===== config.mk =====
export PLATFORM = sky130hd
export DESIGN_NAME = fpec_ctrl_flat
export DESIGN_NICKNAME = d
export VERILOG_FILES = /design/src/fpec_pkg.sv /design/src/fpec_if.sv /design/src/fpec_latch_bank.sv /design/src/fpec_ctrl.sv /design/src/flat_wrapper.sv
export SDC_FILE = /design/constraint.sdc
export NUM_CORES = 2
export LEC_CHECK = 0
export BUFFER_PORTS_ARGS = -buffer_cell sky130_fd_sc_hd__buf_2
export CORE_MARGIN = 2
export CORE_UTILIZATION = 45
export CTS_CLUSTER_SIZE = 10
export DETAILED_ROUTE_END_ITERATION = 16
export SETUP_SLACK_MARGIN = 0.15
export SLEW_MARGIN = 25
export SYNTH_ARGS = -nofsm -noshare
export SYNTH_HDL_FRONTEND = slang
export SYNTH_SLANG_ARGS = --single-unit

===== constraint.sdc =====
create_clock -name ref_clk -period 3.4 [get_ports ref_clk]
set_input_delay 0.68 -clock ref_clk [delete_from_list [all_inputs] [get_ports ref_clk]]
set_output_delay 0.68 -clock ref_clk [all_outputs]
set_load 0.05 [all_outputs]

===== src/fpec_pkg.sv =====
package fpec_pkg;

  // ----------------------------------------------------------------
  // Widths
  // ----------------------------------------------------------------
  localparam int unsigned CTL_W = 16;         // Control register width
  localparam int unsigned ADDR_W = 24;        // Program address width
  localparam int unsigned INSTR_W = 24;       // Instruction word width
  localparam int unsigned LATCH_IDX_W = 6;    // Index into 64 holding latches
  localparam int unsigned ROW_WORDS = 64;     // Holding latches per row
  localparam int unsigned CNT_W = 16;         // Operation timer width

  // ----------------------------------------------------------------
  // Control register field layout
  // ----------------------------------------------------------------
  localparam int unsigned CTL_START_BIT = 15; // Start, hardware cleared
  localparam int unsigned CTL_EN_BIT = 14;    // Write enable
  localparam int unsigned CTL_ERR_BIT = 13;   // Sequence error flag
  localparam int unsigned CTL_ERASE_BIT = 6;  // Erase/program select
  localparam int unsigned CTL_OP_LSB = 0;     // Operation code low bit
  localparam int unsigned CTL_OP_W = 4;       // Operation code width
  localparam logic [15:0] CTL_RESET = 16'h0000; // Power-on value

  // ----------------------------------------------------------------
  // Operation codes and unlock keys
  // ----------------------------------------------------------------
  localparam logic [3:0] OP_ROW = 4'h1;       // Program one row
  localparam logic [3:0] OP_PAGE = 4'h2;      // Erase one page
  localparam logic [3:0] OP_WORD = 4'h3;      // Program one word
  localparam logic [3:0] OP_BULK = 4'hF;      // Bulk erase
  localparam logic [7:0] KEY_FIRST = 8'h55;   // First unlock value
  localparam logic [7:0] KEY_SECOND = 8'hAA;  // Second unlock value

  // ----------------------------------------------------------------
  // Address alignment (two address units per instruction)
  // ----------------------------------------------------------------
  localparam int unsigned LATCH_IDX_LSB = 1;  // Latch index starts above bit 0
  localparam logic [23:0] ROW_MASK = 24'hFFFF80;  // 64-instruction row
  localparam logic [23:0] PAGE_MASK = 24'hFFFC00; // 512-instruction page
  localparam logic [23:0] ERASED_WORD = 24'hFFFFFF; // Latch value after reset

  // ----------------------------------------------------------------
  // Link register select
  // ----------------------------------------------------------------
  localparam logic REG_SEL_CTRL = 1'b0;       // Control register
  localparam logic REG_SEL_KEY = 1'b1;        // Unlock key register

  // ----------------------------------------------------------------
  // Software map of the core end (byte addresses)
  // ----------------------------------------------------------------
  localparam logic [4:0] HOST_OFS_CTRL = 5'h00;  // Control read/write
  localparam logic [4:0] HOST_OFS_KEY = 5'h04;   // Key write
  localparam logic [4:0] HOST_OFS_TADDR = 5'h08; // Table pointer
  localparam logic [4:0] HOST_OFS_TDATA = 5'h0C; // Table write data
  localparam logic [4:0] HOST_OFS_STAT = 5'h10;  // Core status
  localparam int unsigned STAT_STALL_BIT = 0;    // Stall seen on link
  localparam logic [1:0] HOST_NOP_SLOTS = 2'h2;  // Idle slots after reg write
  localparam logic [23:0] TBL_ADDR_STEP = 24'h000002; // Pointer step

  // ----------------------------------------------------------------
  // Types
  // ----------------------------------------------------------------
  typedef enum logic [4:0] {
    FPEC_K_NONE = 5'h01,
    FPEC_K_WORD = 5'h02,
    FPEC_K_ROW = 5'h04,
    FPEC_K_PAGE = 5'h08,
    FPEC_K_BULK = 5'h10
  } fpec_kind_t;

  typedef enum logic [2:0] {
    FPEC_KS_IDLE = 3'h1,
    FPEC_KS_FIRST = 3'h2,
    FPEC_KS_ARMED = 3'h4
  } fpec_key_t;

  typedef enum logic [1:0] {
    FPEC_DS_IDLE = 2'h1,
    FPEC_DS_BUSY = 2'h2
  } fpec_dstate_t;

  // Map code and erase select onto an operation, none when mismatched
  function automatic fpec_kind_t fpec_decode(input logic [3:0] op, input logic erase,
                                             input logic bulk_ok);
    fpec_kind_t k;
    k = FPEC_K_NONE;
    if (op == OP_WORD && !erase) begin
      k = FPEC_K_WORD;
    end else if (op == OP_ROW && !erase) begin
      k = FPEC_K_ROW;
    end else if (op == OP_PAGE && erase) begin
      k = FPEC_K_PAGE;
    end else if (op == OP_BULK && erase && bulk_ok) begin
      k = FPEC_K_BULK;
    end
    return k;
  endfunction : fpec_decode

endpackage : fpec_pkg


===== src/fpec_if.sv =====
// --------------------------------------------------------------------
// Link between processor core end and flash controller end
// --------------------------------------------------------------------
interface fpec_if;
  logic reg_wr;          // Register write strobe, one cycle
  logic reg_sel;         // Control or key register
  logic [15:0] reg_wdata; // Register write data
  logic tbl_wr;          // Table write strobe, one cycle
  logic [23:0] tbl_addr; // Table write program address
  logic [23:0] tbl_data; // Table write instruction word
  logic [15:0] reg_rdata; // Control register mirror
  logic stall;           // Core must wait while high

  modport ctrl (
    input reg_wr, reg_sel, reg_wdata, tbl_wr, tbl_addr, tbl_data,
    output reg_rdata, stall
  );

  modport core (
    output reg_wr, reg_sel, reg_wdata, tbl_wr, tbl_addr, tbl_data,
    input reg_rdata, stall
  );
endinterface : fpec_if


===== src/fpec_latch_bank.sv =====
// --------------------------------------------------------------------
// Holding latches for one row of instructions
// --------------------------------------------------------------------
module fpec_latch_bank (
  input wire logic ref_clk, // System clock
  input wire logic rst_n, // Synchronous reset, active low
  input wire logic wr, // Latch write strobe
  input wire logic [fpec_pkg::LATCH_IDX_W-1:0] wr_idx, // Latch written
  input wire logic [fpec_pkg::INSTR_W-1:0] wr_data, // Word written
  input wire logic [fpec_pkg::LATCH_IDX_W-1:0] rd_idx, // Latch read by flash
  output logic [fpec_pkg::INSTR_W-1:0] rd_data // Word read by flash
);

  typedef struct packed {
    logic [fpec_pkg::ROW_WORDS-1:0][fpec_pkg::INSTR_W-1:0] mem; // Latch flops
  } fpec_lb_state_t;

  fpec_lb_state_t q; // Registered state
  fpec_lb_state_t d; // Next state

  // ----------------------------------------------------------------
  // Next state: a later write to the same latch wipes the earlier one
  // ----------------------------------------------------------------
  always_comb begin
    d = q;
    if (wr) begin
      d.mem[wr_idx] = wr_data;
    end
  end

  // ----------------------------------------------------------------
  // Registers; reset to erased value so unused slots do not corrupt
  // ----------------------------------------------------------------
  always_ff @(posedge ref_clk) begin
    if (!rst_n) begin
      q.mem <= {fpec_pkg::ROW_WORDS{fpec_pkg::ERASED_WORD}};
    end else begin
      q <= d;
    end
  end

  // Flash macro reads any latch while the operation runs
  assign rd_data = q.mem[rd_idx];

endmodule : fpec_latch_bank


===== src/fpec_ctrl.sv =====
// --------------------------------------------------------------------
// Flash program/erase controller, device end of the link
// --------------------------------------------------------------------
//
// Local design decisions: the Avalon-MM slave port and the address map.
module fpec_ctrl #(
  parameter logic [15:0] WORD_CYC = 16'h0040, // Word program cycles
  parameter logic [15:0] ROW_CYC = 16'h0400, // Row program cycles
  parameter logic [15:0] PAGE_CYC = 16'h0800, // Page erase cycles
  parameter logic [15:0] BULK_CYC = 16'h1000 // Bulk erase cycles
) (
  input wire logic ref_clk, // System clock
  input wire logic rst_n, // Power-on reset, synchronous, active low
  input wire logic sys_rst_n, // Any other reset, synchronous, active low
  input wire logic ser_prog_mode, // Serial programming mode active
  fpec_if.ctrl link, // Link to processor core
  output fpec_pkg::fpec_kind_t fl_kind, // Operation driven to flash array
  output logic [fpec_pkg::ADDR_W-1:0] fl_addr, // Target address, aligned for row and page
  input wire logic [fpec_pkg::LATCH_IDX_W-1:0] fl_latch_idx, // Latch read index
  output logic [fpec_pkg::INSTR_W-1:0] fl_latch_data // Latch read data
);

  // ----------------------------------------------------------------
  // State
  // ----------------------------------------------------------------
  typedef struct packed {
    logic start; // Operation running
    logic en; // Write enable
    logic err; // Sequence error flag
    logic erase; // Erase select
    logic [3:0] op; // Operation code
    fpec_pkg::fpec_key_t key; // Unlock progress
    fpec_pkg::fpec_dstate_t st; // Sequencer state
    fpec_pkg::fpec_kind_t kind; // Operation in flight
    logic [fpec_pkg::CNT_W-1:0] cnt; // Cycles left
    logic [fpec_pkg::ADDR_W-1:0] taddr; // Last table write address
    logic [fpec_pkg::ADDR_W-1:0] faddr; // Target address of operation
    logic [15:0] rdata; // Control register mirror
  } fpec_ctrl_state_t;

  localparam fpec_ctrl_state_t RESET_STATE = '{
    start: 1'b0,
    en: 1'b0,
    err: 1'b0,
    erase: 1'b0,
    op: 4'h0,
    key: fpec_pkg::FPEC_KS_IDLE,
    st: fpec_pkg::FPEC_DS_IDLE,
    kind: fpec_pkg::FPEC_K_NONE,
    cnt: 16'h0000,
    taddr: 24'h000000,
    faddr: 24'h000000,
    rdata: fpec_pkg::CTL_RESET
  };

  fpec_ctrl_state_t q; // Registered state
  fpec_ctrl_state_t d; // Next state

  // ----------------------------------------------------------------
  // Helpers
  // ----------------------------------------------------------------
  // Timer load for each kind; the count runs down to zero
  function automatic logic [15:0] kind_cycles(input fpec_pkg::fpec_kind_t k);
    logic [15:0] c;
    c = WORD_CYC;
    unique case (k)
      fpec_pkg::FPEC_K_ROW: c = ROW_CYC;
      fpec_pkg::FPEC_K_PAGE: c = PAGE_CYC;
      fpec_pkg::FPEC_K_BULK: c = BULK_CYC;
      default: c = WORD_CYC;
    endcase
    return c - 16'h0001;
  endfunction : kind_cycles

  // Address handed to the array, aligned to the row or page for those kinds; word and bulk pass it unchanged
  function automatic logic [23:0] kind_addr(input fpec_pkg::fpec_kind_t k,
                                            input logic [23:0] a);
    logic [23:0] r;
    r = a;
    if (k == fpec_pkg::FPEC_K_ROW) begin
      r = a & fpec_pkg::ROW_MASK;
    end else if (k == fpec_pkg::FPEC_K_PAGE) begin
      r = a & fpec_pkg::PAGE_MASK;
    end
    return r;
  endfunction : kind_addr

  logic start_req; // Control write asks for start
  fpec_pkg::fpec_kind_t req_kind; // Decoded request
  logic [3:0] wr_op; // Op code in write data
  logic [$bits(fpec_pkg::KEY_FIRST)-1:0] key_val; // Key byte in write data

  // Only the low byte carries the key; upper bits are ignored
  assign key_val = link.reg_wdata[$bits(fpec_pkg::KEY_FIRST)-1:0];
  assign wr_op = link.reg_wdata[fpec_pkg::CTL_OP_LSB +: fpec_pkg::CTL_OP_W];
  assign start_req = link.reg_wdata[fpec_pkg::CTL_START_BIT];
  // Bulk erase only decodes while serial programming mode is on
  assign req_kind = fpec_pkg::fpec_decode(wr_op,
                      link.reg_wdata[fpec_pkg::CTL_ERASE_BIT], ser_prog_mode);

  // ----------------------------------------------------------------
  // Next state
  // ----------------------------------------------------------------
  always_comb begin
    d = q;
    // Table writes only land in the latches and the pointer copy
    if (link.tbl_wr) begin
      d.taddr = link.tbl_addr;
    end
    unique case (q.st)
      fpec_pkg::FPEC_DS_IDLE: begin
        if (!sys_rst_n) begin
          // Other resets drop unlock progress but keep control bits
          d.key = fpec_pkg::FPEC_KS_IDLE;
        end else if (link.reg_wr && link.reg_sel == fpec_pkg::REG_SEL_KEY) begin
          // Key writes only advance the unlock tracker, nothing stored
          if (key_val == fpec_pkg::KEY_FIRST) begin
            d.key = fpec_pkg::FPEC_KS_FIRST;
          end else if (key_val == fpec_pkg::KEY_SECOND &&
                       q.key == fpec_pkg::FPEC_KS_FIRST) begin
            d.key = fpec_pkg::FPEC_KS_ARMED;
          end else begin
            d.key = fpec_pkg::FPEC_KS_IDLE; // Broken sequence
          end
        end else if (link.reg_wr) begin
          // Any control write uses up the unlock, successful or not
          d.key = fpec_pkg::FPEC_KS_IDLE;
          d.en = link.reg_wdata[fpec_pkg::CTL_EN_BIT];
          d.erase = link.reg_wdata[fpec_pkg::CTL_ERASE_BIT];
          d.op = wr_op;
          if (start_req) begin
            if (q.key == fpec_pkg::FPEC_KS_ARMED &&
                link.reg_wdata[fpec_pkg::CTL_EN_BIT] &&
                req_kind != fpec_pkg::FPEC_K_NONE) begin
              // Accepted: launch the timed operation
              d.start = 1'b1;
              d.err = 1'b0;
              d.st = fpec_pkg::FPEC_DS_BUSY;
              d.kind = req_kind;
              d.cnt = kind_cycles(req_kind);
              d.faddr = kind_addr(req_kind, q.taddr);
            end else begin
              // Refused: no lock, no enable or no valid operation
              d.err = 1'b1;
            end
          end
        end
      end
      fpec_pkg::FPEC_DS_BUSY: begin
        if (!sys_rst_n) begin
          // Reset mid-operation terminates it and flags the abort
          d.start = 1'b0;
          d.err = 1'b1;
          d.st = fpec_pkg::FPEC_DS_IDLE;
          d.kind = fpec_pkg::FPEC_K_NONE;
          d.key = fpec_pkg::FPEC_KS_IDLE;
        end else if (q.cnt == '0) begin
          // Self-timed end; start clearing is the only completion sign
          d.start = 1'b0;
          d.st = fpec_pkg::FPEC_DS_IDLE;
          d.kind = fpec_pkg::FPEC_K_NONE;
        end else begin
          d.cnt = q.cnt - 16'h0001;
        end
      end
      default: begin
        d.st = fpec_pkg::FPEC_DS_IDLE; // Illegal code recovers
      end
    endcase
    // Mirror for reads; unimplemented bits stay zero
    d.rdata = '0;
    d.rdata[fpec_pkg::CTL_START_BIT] = d.start;
    d.rdata[fpec_pkg::CTL_EN_BIT] = d.en;
    d.rdata[fpec_pkg::CTL_ERR_BIT] = d.err;
    d.rdata[fpec_pkg::CTL_ERASE_BIT] = d.erase;
    d.rdata[fpec_pkg::CTL_OP_LSB +: fpec_pkg::CTL_OP_W] = d.op;
  end

  // ----------------------------------------------------------------
  // Registers; only power-on reset returns control bits to zero
  // ----------------------------------------------------------------
  always_ff @(posedge ref_clk) begin
    if (!rst_n) begin
      q <= RESET_STATE;
    end else begin
      q <= d;
    end
  end

  // ----------------------------------------------------------------
  // Holding latches
  // ----------------------------------------------------------------
  fpec_latch_bank u_latch (
    .ref_clk(ref_clk),
    .rst_n(rst_n),
    .wr(link.tbl_wr),
    .wr_idx(link.tbl_addr[fpec_pkg::LATCH_IDX_LSB +: fpec_pkg::LATCH_IDX_W]),
    .wr_data(link.tbl_data),
    .rd_idx(fl_latch_idx),
    .rd_data(fl_latch_data)
  );

  // ----------------------------------------------------------------
  // Outputs
  // ----------------------------------------------------------------
  // Stall follows the running flag so the core cannot race the array
  assign link.stall = q.start;
  assign link.reg_rdata = q.rdata;
  assign fl_kind = q.kind;
  assign fl_addr = q.faddr;

endmodule : fpec_ctrl


===== src/flat_wrapper.sv =====
// flat-port wrapper written by rule: the top's interface ports become plain ports
module fpec_ctrl_flat 
#(
  parameter logic [15:0] WORD_CYC = 16'h0040,                       
  parameter logic [15:0] ROW_CYC = 16'h0400,                      
  parameter logic [15:0] PAGE_CYC = 16'h0800,                     
  parameter logic [15:0] BULK_CYC = 16'h1000                     
)
  (ref_clk, rst_n, sys_rst_n, ser_prog_mode, fl_kind, fl_addr, fl_latch_idx, fl_latch_data, link_reg_wr, link_reg_sel, link_reg_wdata, link_tbl_wr, link_tbl_addr, link_tbl_data, link_reg_rdata, link_stall);
  fpec_if link_i ();
  input wire logic ref_clk;
  input wire logic rst_n;
  input wire logic sys_rst_n;
  input wire logic ser_prog_mode;
  output fpec_pkg::fpec_kind_t fl_kind;
  output logic [fpec_pkg::ADDR_W-1:0] fl_addr;
  input wire logic [fpec_pkg::LATCH_IDX_W-1:0] fl_latch_idx;
  output logic [fpec_pkg::INSTR_W-1:0] fl_latch_data;
  input wire logic [$bits(link_i.reg_wr)-1:0] link_reg_wr;
  input wire logic [$bits(link_i.reg_sel)-1:0] link_reg_sel;
  input wire logic [$bits(link_i.reg_wdata)-1:0] link_reg_wdata;
  input wire logic [$bits(link_i.tbl_wr)-1:0] link_tbl_wr;
  input wire logic [$bits(link_i.tbl_addr)-1:0] link_tbl_addr;
  input wire logic [$bits(link_i.tbl_data)-1:0] link_tbl_data;
  output wire logic [$bits(link_i.reg_rdata)-1:0] link_reg_rdata;
  output wire logic [$bits(link_i.stall)-1:0] link_stall;
  assign link_i.reg_wr = link_reg_wr;
  assign link_i.reg_sel = link_reg_sel;
  assign link_i.reg_wdata = link_reg_wdata;
  assign link_i.tbl_wr = link_tbl_wr;
  assign link_i.tbl_addr = link_tbl_addr;
  assign link_i.tbl_data = link_tbl_data;
  assign link_reg_rdata = link_i.reg_rdata;
  assign link_stall = link_i.stall;
  fpec_ctrl #(.WORD_CYC(WORD_CYC), .ROW_CYC(ROW_CYC), .PAGE_CYC(PAGE_CYC), .BULK_CYC(BULK_CYC)) u_core (.ref_clk(ref_clk), .rst_n(rst_n), .sys_rst_n(sys_rst_n), .ser_prog_mode(ser_prog_mode), .link(link_i), .fl_kind(fl_kind), .fl_addr(fl_addr), .fl_latch_idx(fl_latch_idx), .fl_latch_data(fl_latch_data));
endmodule

Yosys cells after proc, flatten, opt, wreduce, memory -nomap -nowiden
Index checks and enable logic that the tools add are counted.
{"block": "op_classes", "addsub": 2, "order_cmp": 3, "n_eq_ne": 24, "muxes": 48, "bitwise": 1, "n_reduce_logical": 18}
{"cell": "1536-bit bitwise mux", "n": 1}
{"cell": "24-bit binary-select mux with 6-bit select", "n": 1}
{"cell": "24-bit demux with 6-bit select", "n": 1}
{"cell": "16-bit two-way mux", "n": 8}
{"cell": "23-bit two-way mux", "n": 4}
{"cell": "24-bit two-way mux", "n": 2}
{"cell": "21-bit case mux with 2 select lines", "n": 1}
{"cell": "13-bit case mux with 3 select lines", "n": 1}
{"cell": "34-bit two-way mux", "n": 1}
{"cell": "16-bit by 1-bit subtractor with 16-bit output (second input constant)", "n": 2}
{"cell": "5-bit two-way mux", "n": 5}
{"cell": "10-bit two-way mux", "n": 2}
{"cell": "16-bit zero test", "n": 1}
{"cell": "8-bit two-way mux", "n": 2}
{"cell": "3-bit two-way mux", "n": 5}
{"cell": "6-bit by 7-bit < comparator with 1-bit output (second input constant)", "n": 2}
{"cell": "7-bit two-way mux", "n": 2}
{"cell": "2-bit != test (second input constant)", "n": 7}
{"cell": "6-bit AND reduction", "n": 2}
{"cell": "1-bit logical AND", "n": 10}
{"cell": "4-bit by 2-bit == test with 1-bit output (second input constant)", "n": 2}
{"cell": "8-bit by 7-bit == test with 1-bit output (second input constant)", "n": 1}
{"cell": "8-bit == test (second input constant)", "n": 1}
{"cell": "1-bit two-way mux", "n": 8}
{"cell": "other kinds (23)", "n": 24}
{"block": "word_totals", "ff_bits": 1634, "in_bits": 77, "out_inout_bits": 70, "wordCells": 173}

Longest topological paths before layout
{"block": "depth", "ltp_word": 22, "ltp_mapped": 11}

Cells and area by module
Synthesis repeated with hierarchy kept, for this count alone.
{"block": "hier_totals", "hier_cells": 8450, "area_unflattened_um2": 69798.2}
{"module": "fpec_latch_bank", "n_inst": 1, "cells_per_inst": 7989, "area_each_um2": 65949.5}
{"module": "fpec_ctrl", "n_inst": 1, "cells_per_inst": 461, "area_each_um2": 3848.7}

Worst setup path before layout
No wires, ideal clock.
{"block": "synth_path", "path_kind": "input to output", "start": "input port fl_latch_idx[1] in the netlist's numbering", "end": "output port fl_latch_data[21] in the netlist's numbering", "arrival_time_ns": 3.618, "required_ns": 2.720, "slack_ns": -0.898, "stages": 7, "path_cell_list": "buf_2 -> buf_2 -> buf_2 -> clkbuf_1 -> o32ai_1 -> or3_1 -> nor4_1"}
{"block": "synth_via", "elab_chain_cells": 2}
{"item": "start, declared", "line_no": "flat_wrapper.sv:17", "rtl": "input wire logic [fpec_pkg::LATCH_IDX_W-1:0] fl_latch_idx;"}
{"item": "24-bit binary-select mux with 6-bit select", "line_no": "fpec_latch_bank.sv:43", "rtl": "assign rd_data = q.mem[rd_idx];"}
{"item": "24-bit two-way mux (not written as such)", "line_no": "fpec_latch_bank.sv:43"}
{"item": "end, declared", "line_no": "flat_wrapper.sv:18", "rtl": "output logic [fpec_pkg::INSTR_W-1:0] fl_latch_data;"}
No other way between the ends. The select of a mux whose other input is x is not followed.

Worst setup path in the final report
{"block": "layout_path", "start": "input port fl_latch_idx[0] in the netlist's numbering", "end": "output port fl_latch_data[7] in the netlist's numbering"}
Same word-level chain as after synthesis.

==> impl_metrics.py <==
metrics = {
    "run_status": {
        "status": "finished, violations left",
        "violations": "setup timing",
    },
    "min_path": {
        "min_path_cells": 3,
        "holdPathEnd": "u_core.q[53]$_SDFFE_PN0P_",
        "hold_path.startpoint": "link_tbl_addr[13]",
        "holdCritPathClass": "input port to flop",
    },
    "setup_path": {
        "r2r-start": "u_core.q[75]$_SDFFE_PN0P_",
        "rrSetupSlack_ps": 910,
        "critPathMaxFanout": 11,
        "slowest_delay_ps": 530,
        "r2r-end": "u_core.q[69]$_SDFFE_PN0P_",
        "timing.critical_path.mode_cell": "buf_12",
        "crit_chain": "buf_16, buf_16, buf_12, buf_12, buf_8, mux4_2, mux2i_1, a22o_2, nor4_4, buf_12",
        "criticalPathCategory": "input port to output pin",
        "cp.arrival_ps": 2990,
        "r2r_cells": 5,
        "critical_path.slowest_cell": "nor4_4",
        "cp-start-kind": "input port",
        "cp-end-kind": "output pin",
        "required_ps": 2720,
    },
    "floorplanning": {
        "die_h_um": 397,
        "core_area_um2": 154000,
        "io_pins": 147,
        "num_rows": 144,
        "die_w_um": 397,
        "start_util": 0.452,
        "fp.dieArea_um2": 157000,
    },
    "routing": {
        "ant_nets": 0,
        "drtIter0Drc": 7169,
        "drc": 0,
        "wire_per_inst_um": 23.5,
        "wl_met2_mm": 110,
        "dr.pass1.iters": 6,
        "drt_wl_total_mm": 246,
        "avgViaCountPerCell": 5.89,
        "drt-met1-wl_mm": 100,
        "top_layer": "met5",
        "dr_wl_met3_mm": 26.3,
        "num_vias": 61700,
    },
    "placement": {
        "place.gp.congestion": 0.955,
        "post-place-ws_ps": -571,
        "post-dp-hpwl_mm": 146,
        "io_buffers": 132,
    },
    "sta": {
        "post-route-period-util": 1.08,
        "setup_viol": 23,
        "min_period_ps": 3670,
        "worst-slew-pin-transition_ps": 1110,
        "rsz0062_at_grt": "true",
        "slew-limit-headroom": 0.262,
        "fin_skew_ps": 13.3,
        "fmax_mhz": 272,
        "hold_violations": 0,
        "drv_slew": 0,
        "fin_ws_ps": -270,
    },
    "clock_tree": {
        "cts.sinks": 1618,
        "cts_tree": "yes",
        "numCtsBuffers": 183,
        "root_buffer": "clkbuf_16",
        "clock_latency_ps": 810,
        "cts_max_level": 4,
        "clockBufferDepth": 3,
        "cts.clk_slew.worst_paths_ps": 50,
    },
    "finish": {
        "drive_gt1_frac": 0.186,
        "final_common_cell": "nand2_1",
        "final_cell_mix": "nand2_1 (3,198), dfxtp_1 (1,610), nand3_1 (1,563)",
        "area_growth_pct": 17.9,
        "final_nets": 8470,
    },
    "global_route": {
        "grt_max_degree": 187,
        "grt_use_total": 0.305,
        "grt_pass1_wl_mm": 368,
        "antenna_found_initial": 5,
        "grt_overflow_total": 0,
        "grt_pass1_vias": 59000,
    },
    "logic_synthesis": {
        "syn-cell-area_um2": 69400,
        "synth_ff_type": "dfxtp_1",
        "avgSynthCellArea_um2": 8.35,
        "yosysTopAreaCell": "dfxtp_1",
        "ys_types": 60,
        "async_flop_share": 0,
        "yosysWarnings": 0,
        "syn_inst": 8314,
        "ys_top_cells_by_area": "dfxtp_1 (47%), nand2_1 (17%), mux4_2 (12%)",
        "synth_edf_count": 0,
        "synth-seq-cells": 1618,
        "synth_top_area_frac": 0.466,
        "ys_seq_area_frac": 0.466,
    },
    "pwr": {
        "leakagePower_nw": 36.3,
        "power_mw": 39.6,
        "powerDensity_nw_per_um2": 483,
        "peakVddDrop_mv": 0.558,
    },
    "job": {
        "drv_cap": 0,
    },
}
-- flip-flops by register name, indices dropped and copies added (netlist names) --
signal                 count
u_core.u_latch.q        1536
u_core.fl_kind             5
u_core.link.reg_rdata      8
u_core.q                  45
u_core.fl_addr            24
-- worst max-delay path: cells and delay by family --
kind | cells | cell delay [ps]
buffers and inverters | 6 | 950
and+or+nand+nor | 1 | 530
muxes | 2 | 450
AOI/OAI and AO/OA | 1 | 330
-- report_power, final --
part           internal, mW  switching (mW)  total [mW]
Sequential             19.1          0.0809        19.2
Combinational          1.02            1.78        2.80
Clock                  9.92            7.66        17.6
-- metal layers --
metal / track usage / vias up
met2: 0.469 / 2991
met3: 0.0794 / 501
met1: 0.413 / 30200
met4: 0.111 / 2
met5: 0 / -
li1: - / 28000
-- cell families after synthesis --
family,Yosys count,synth area share
compound gates,231,0.0239
flops,1618,0.466
simple gates,5057,0.307
buf+inv,829,0.0488
mux,575,0.153
other cells,1,0.0000540
fa+ha+maj,3,0.000541
-- how the worst max path moves through the flow --
stage | from | end | slack [ps] | cells after the start
after global routing | u_core.u_latch.q[1432]$_SDFFE_PN1P_ | fl_latch_data[16] | -350 | 8
final | fl_latch_idx[0] | fl_latch_data[7] | -270 | 10
after detailed placement | fl_latch_idx[0] | fl_latch_data[20] | -570 | 12
after floorplan | fl_latch_idx[0] | fl_latch_data[16] | 140 | 7
after global placement | fl_latch_idx[0] | fl_latch_data[20] | -580 | 12
after CTS | fl_latch_idx[0] | fl_latch_data[16] | -220 | 10
-- per-stage QoR --
step                hold slack [ps]  cells  instance area (um^2)  utilization  TNS, ps
floorplan                       432   8321                 69900            -        0
global placement                435  10200                 74700        0.486    -7590
detailed placement              443  10200                 74700        0.486    -7560
CTS                            60.3  10500                 81500        0.531    -1850
global route                   91.4  10500                 81900        0.533    -3340
finish                          106  10500                 81900        0.533    -2870
-- synthesized netlist by cell type (10+ instances only) --
cell type	n
a21oi_1	42
mux2i_1	127
a211oi_1	42
nand2_1	3215
dfxtp_1	1618
or3_1	13
o22ai_1	24
a22oi_1	34
clkbuf_1	632
o32ai_1	21
nor4_1	16
mux2_2	64
nor2_1	135
nand3_1	1563
buf_2	46
nor2b_1	15
inv_1	11
buf_4	58
nand2b_1	12
mux4_2	384
buf_1	79
and2_1	10
nor3_1	34
o211ai_1	10
-- final cells by class --
class | instances | area, um^2
fill | 13800 | 71800
tap | 2044 | 2560
antenna | 3 | 7.51
multi-input combinational | 5874 | 34900
clock inverter | 10 | 110
inverter | 14 | 52.6
timing repair buffer | 699 | 7040
clock buffer | 219 | 4870
sequential | 1618 | 32400
-- what timing repair did --
action | 4_1_cts | 5_1_grt
cloned | 13 | 1
pin swaps | 45 | 46
setup buffers | 56 | 14
hold buffers | 0 | 0
endpoints found under the hold margin | 0 | 0
gates resized for setup | 249 | 55
endpoints found under the setup margin | 24 | 24
(Power assumes the default switching activity.)
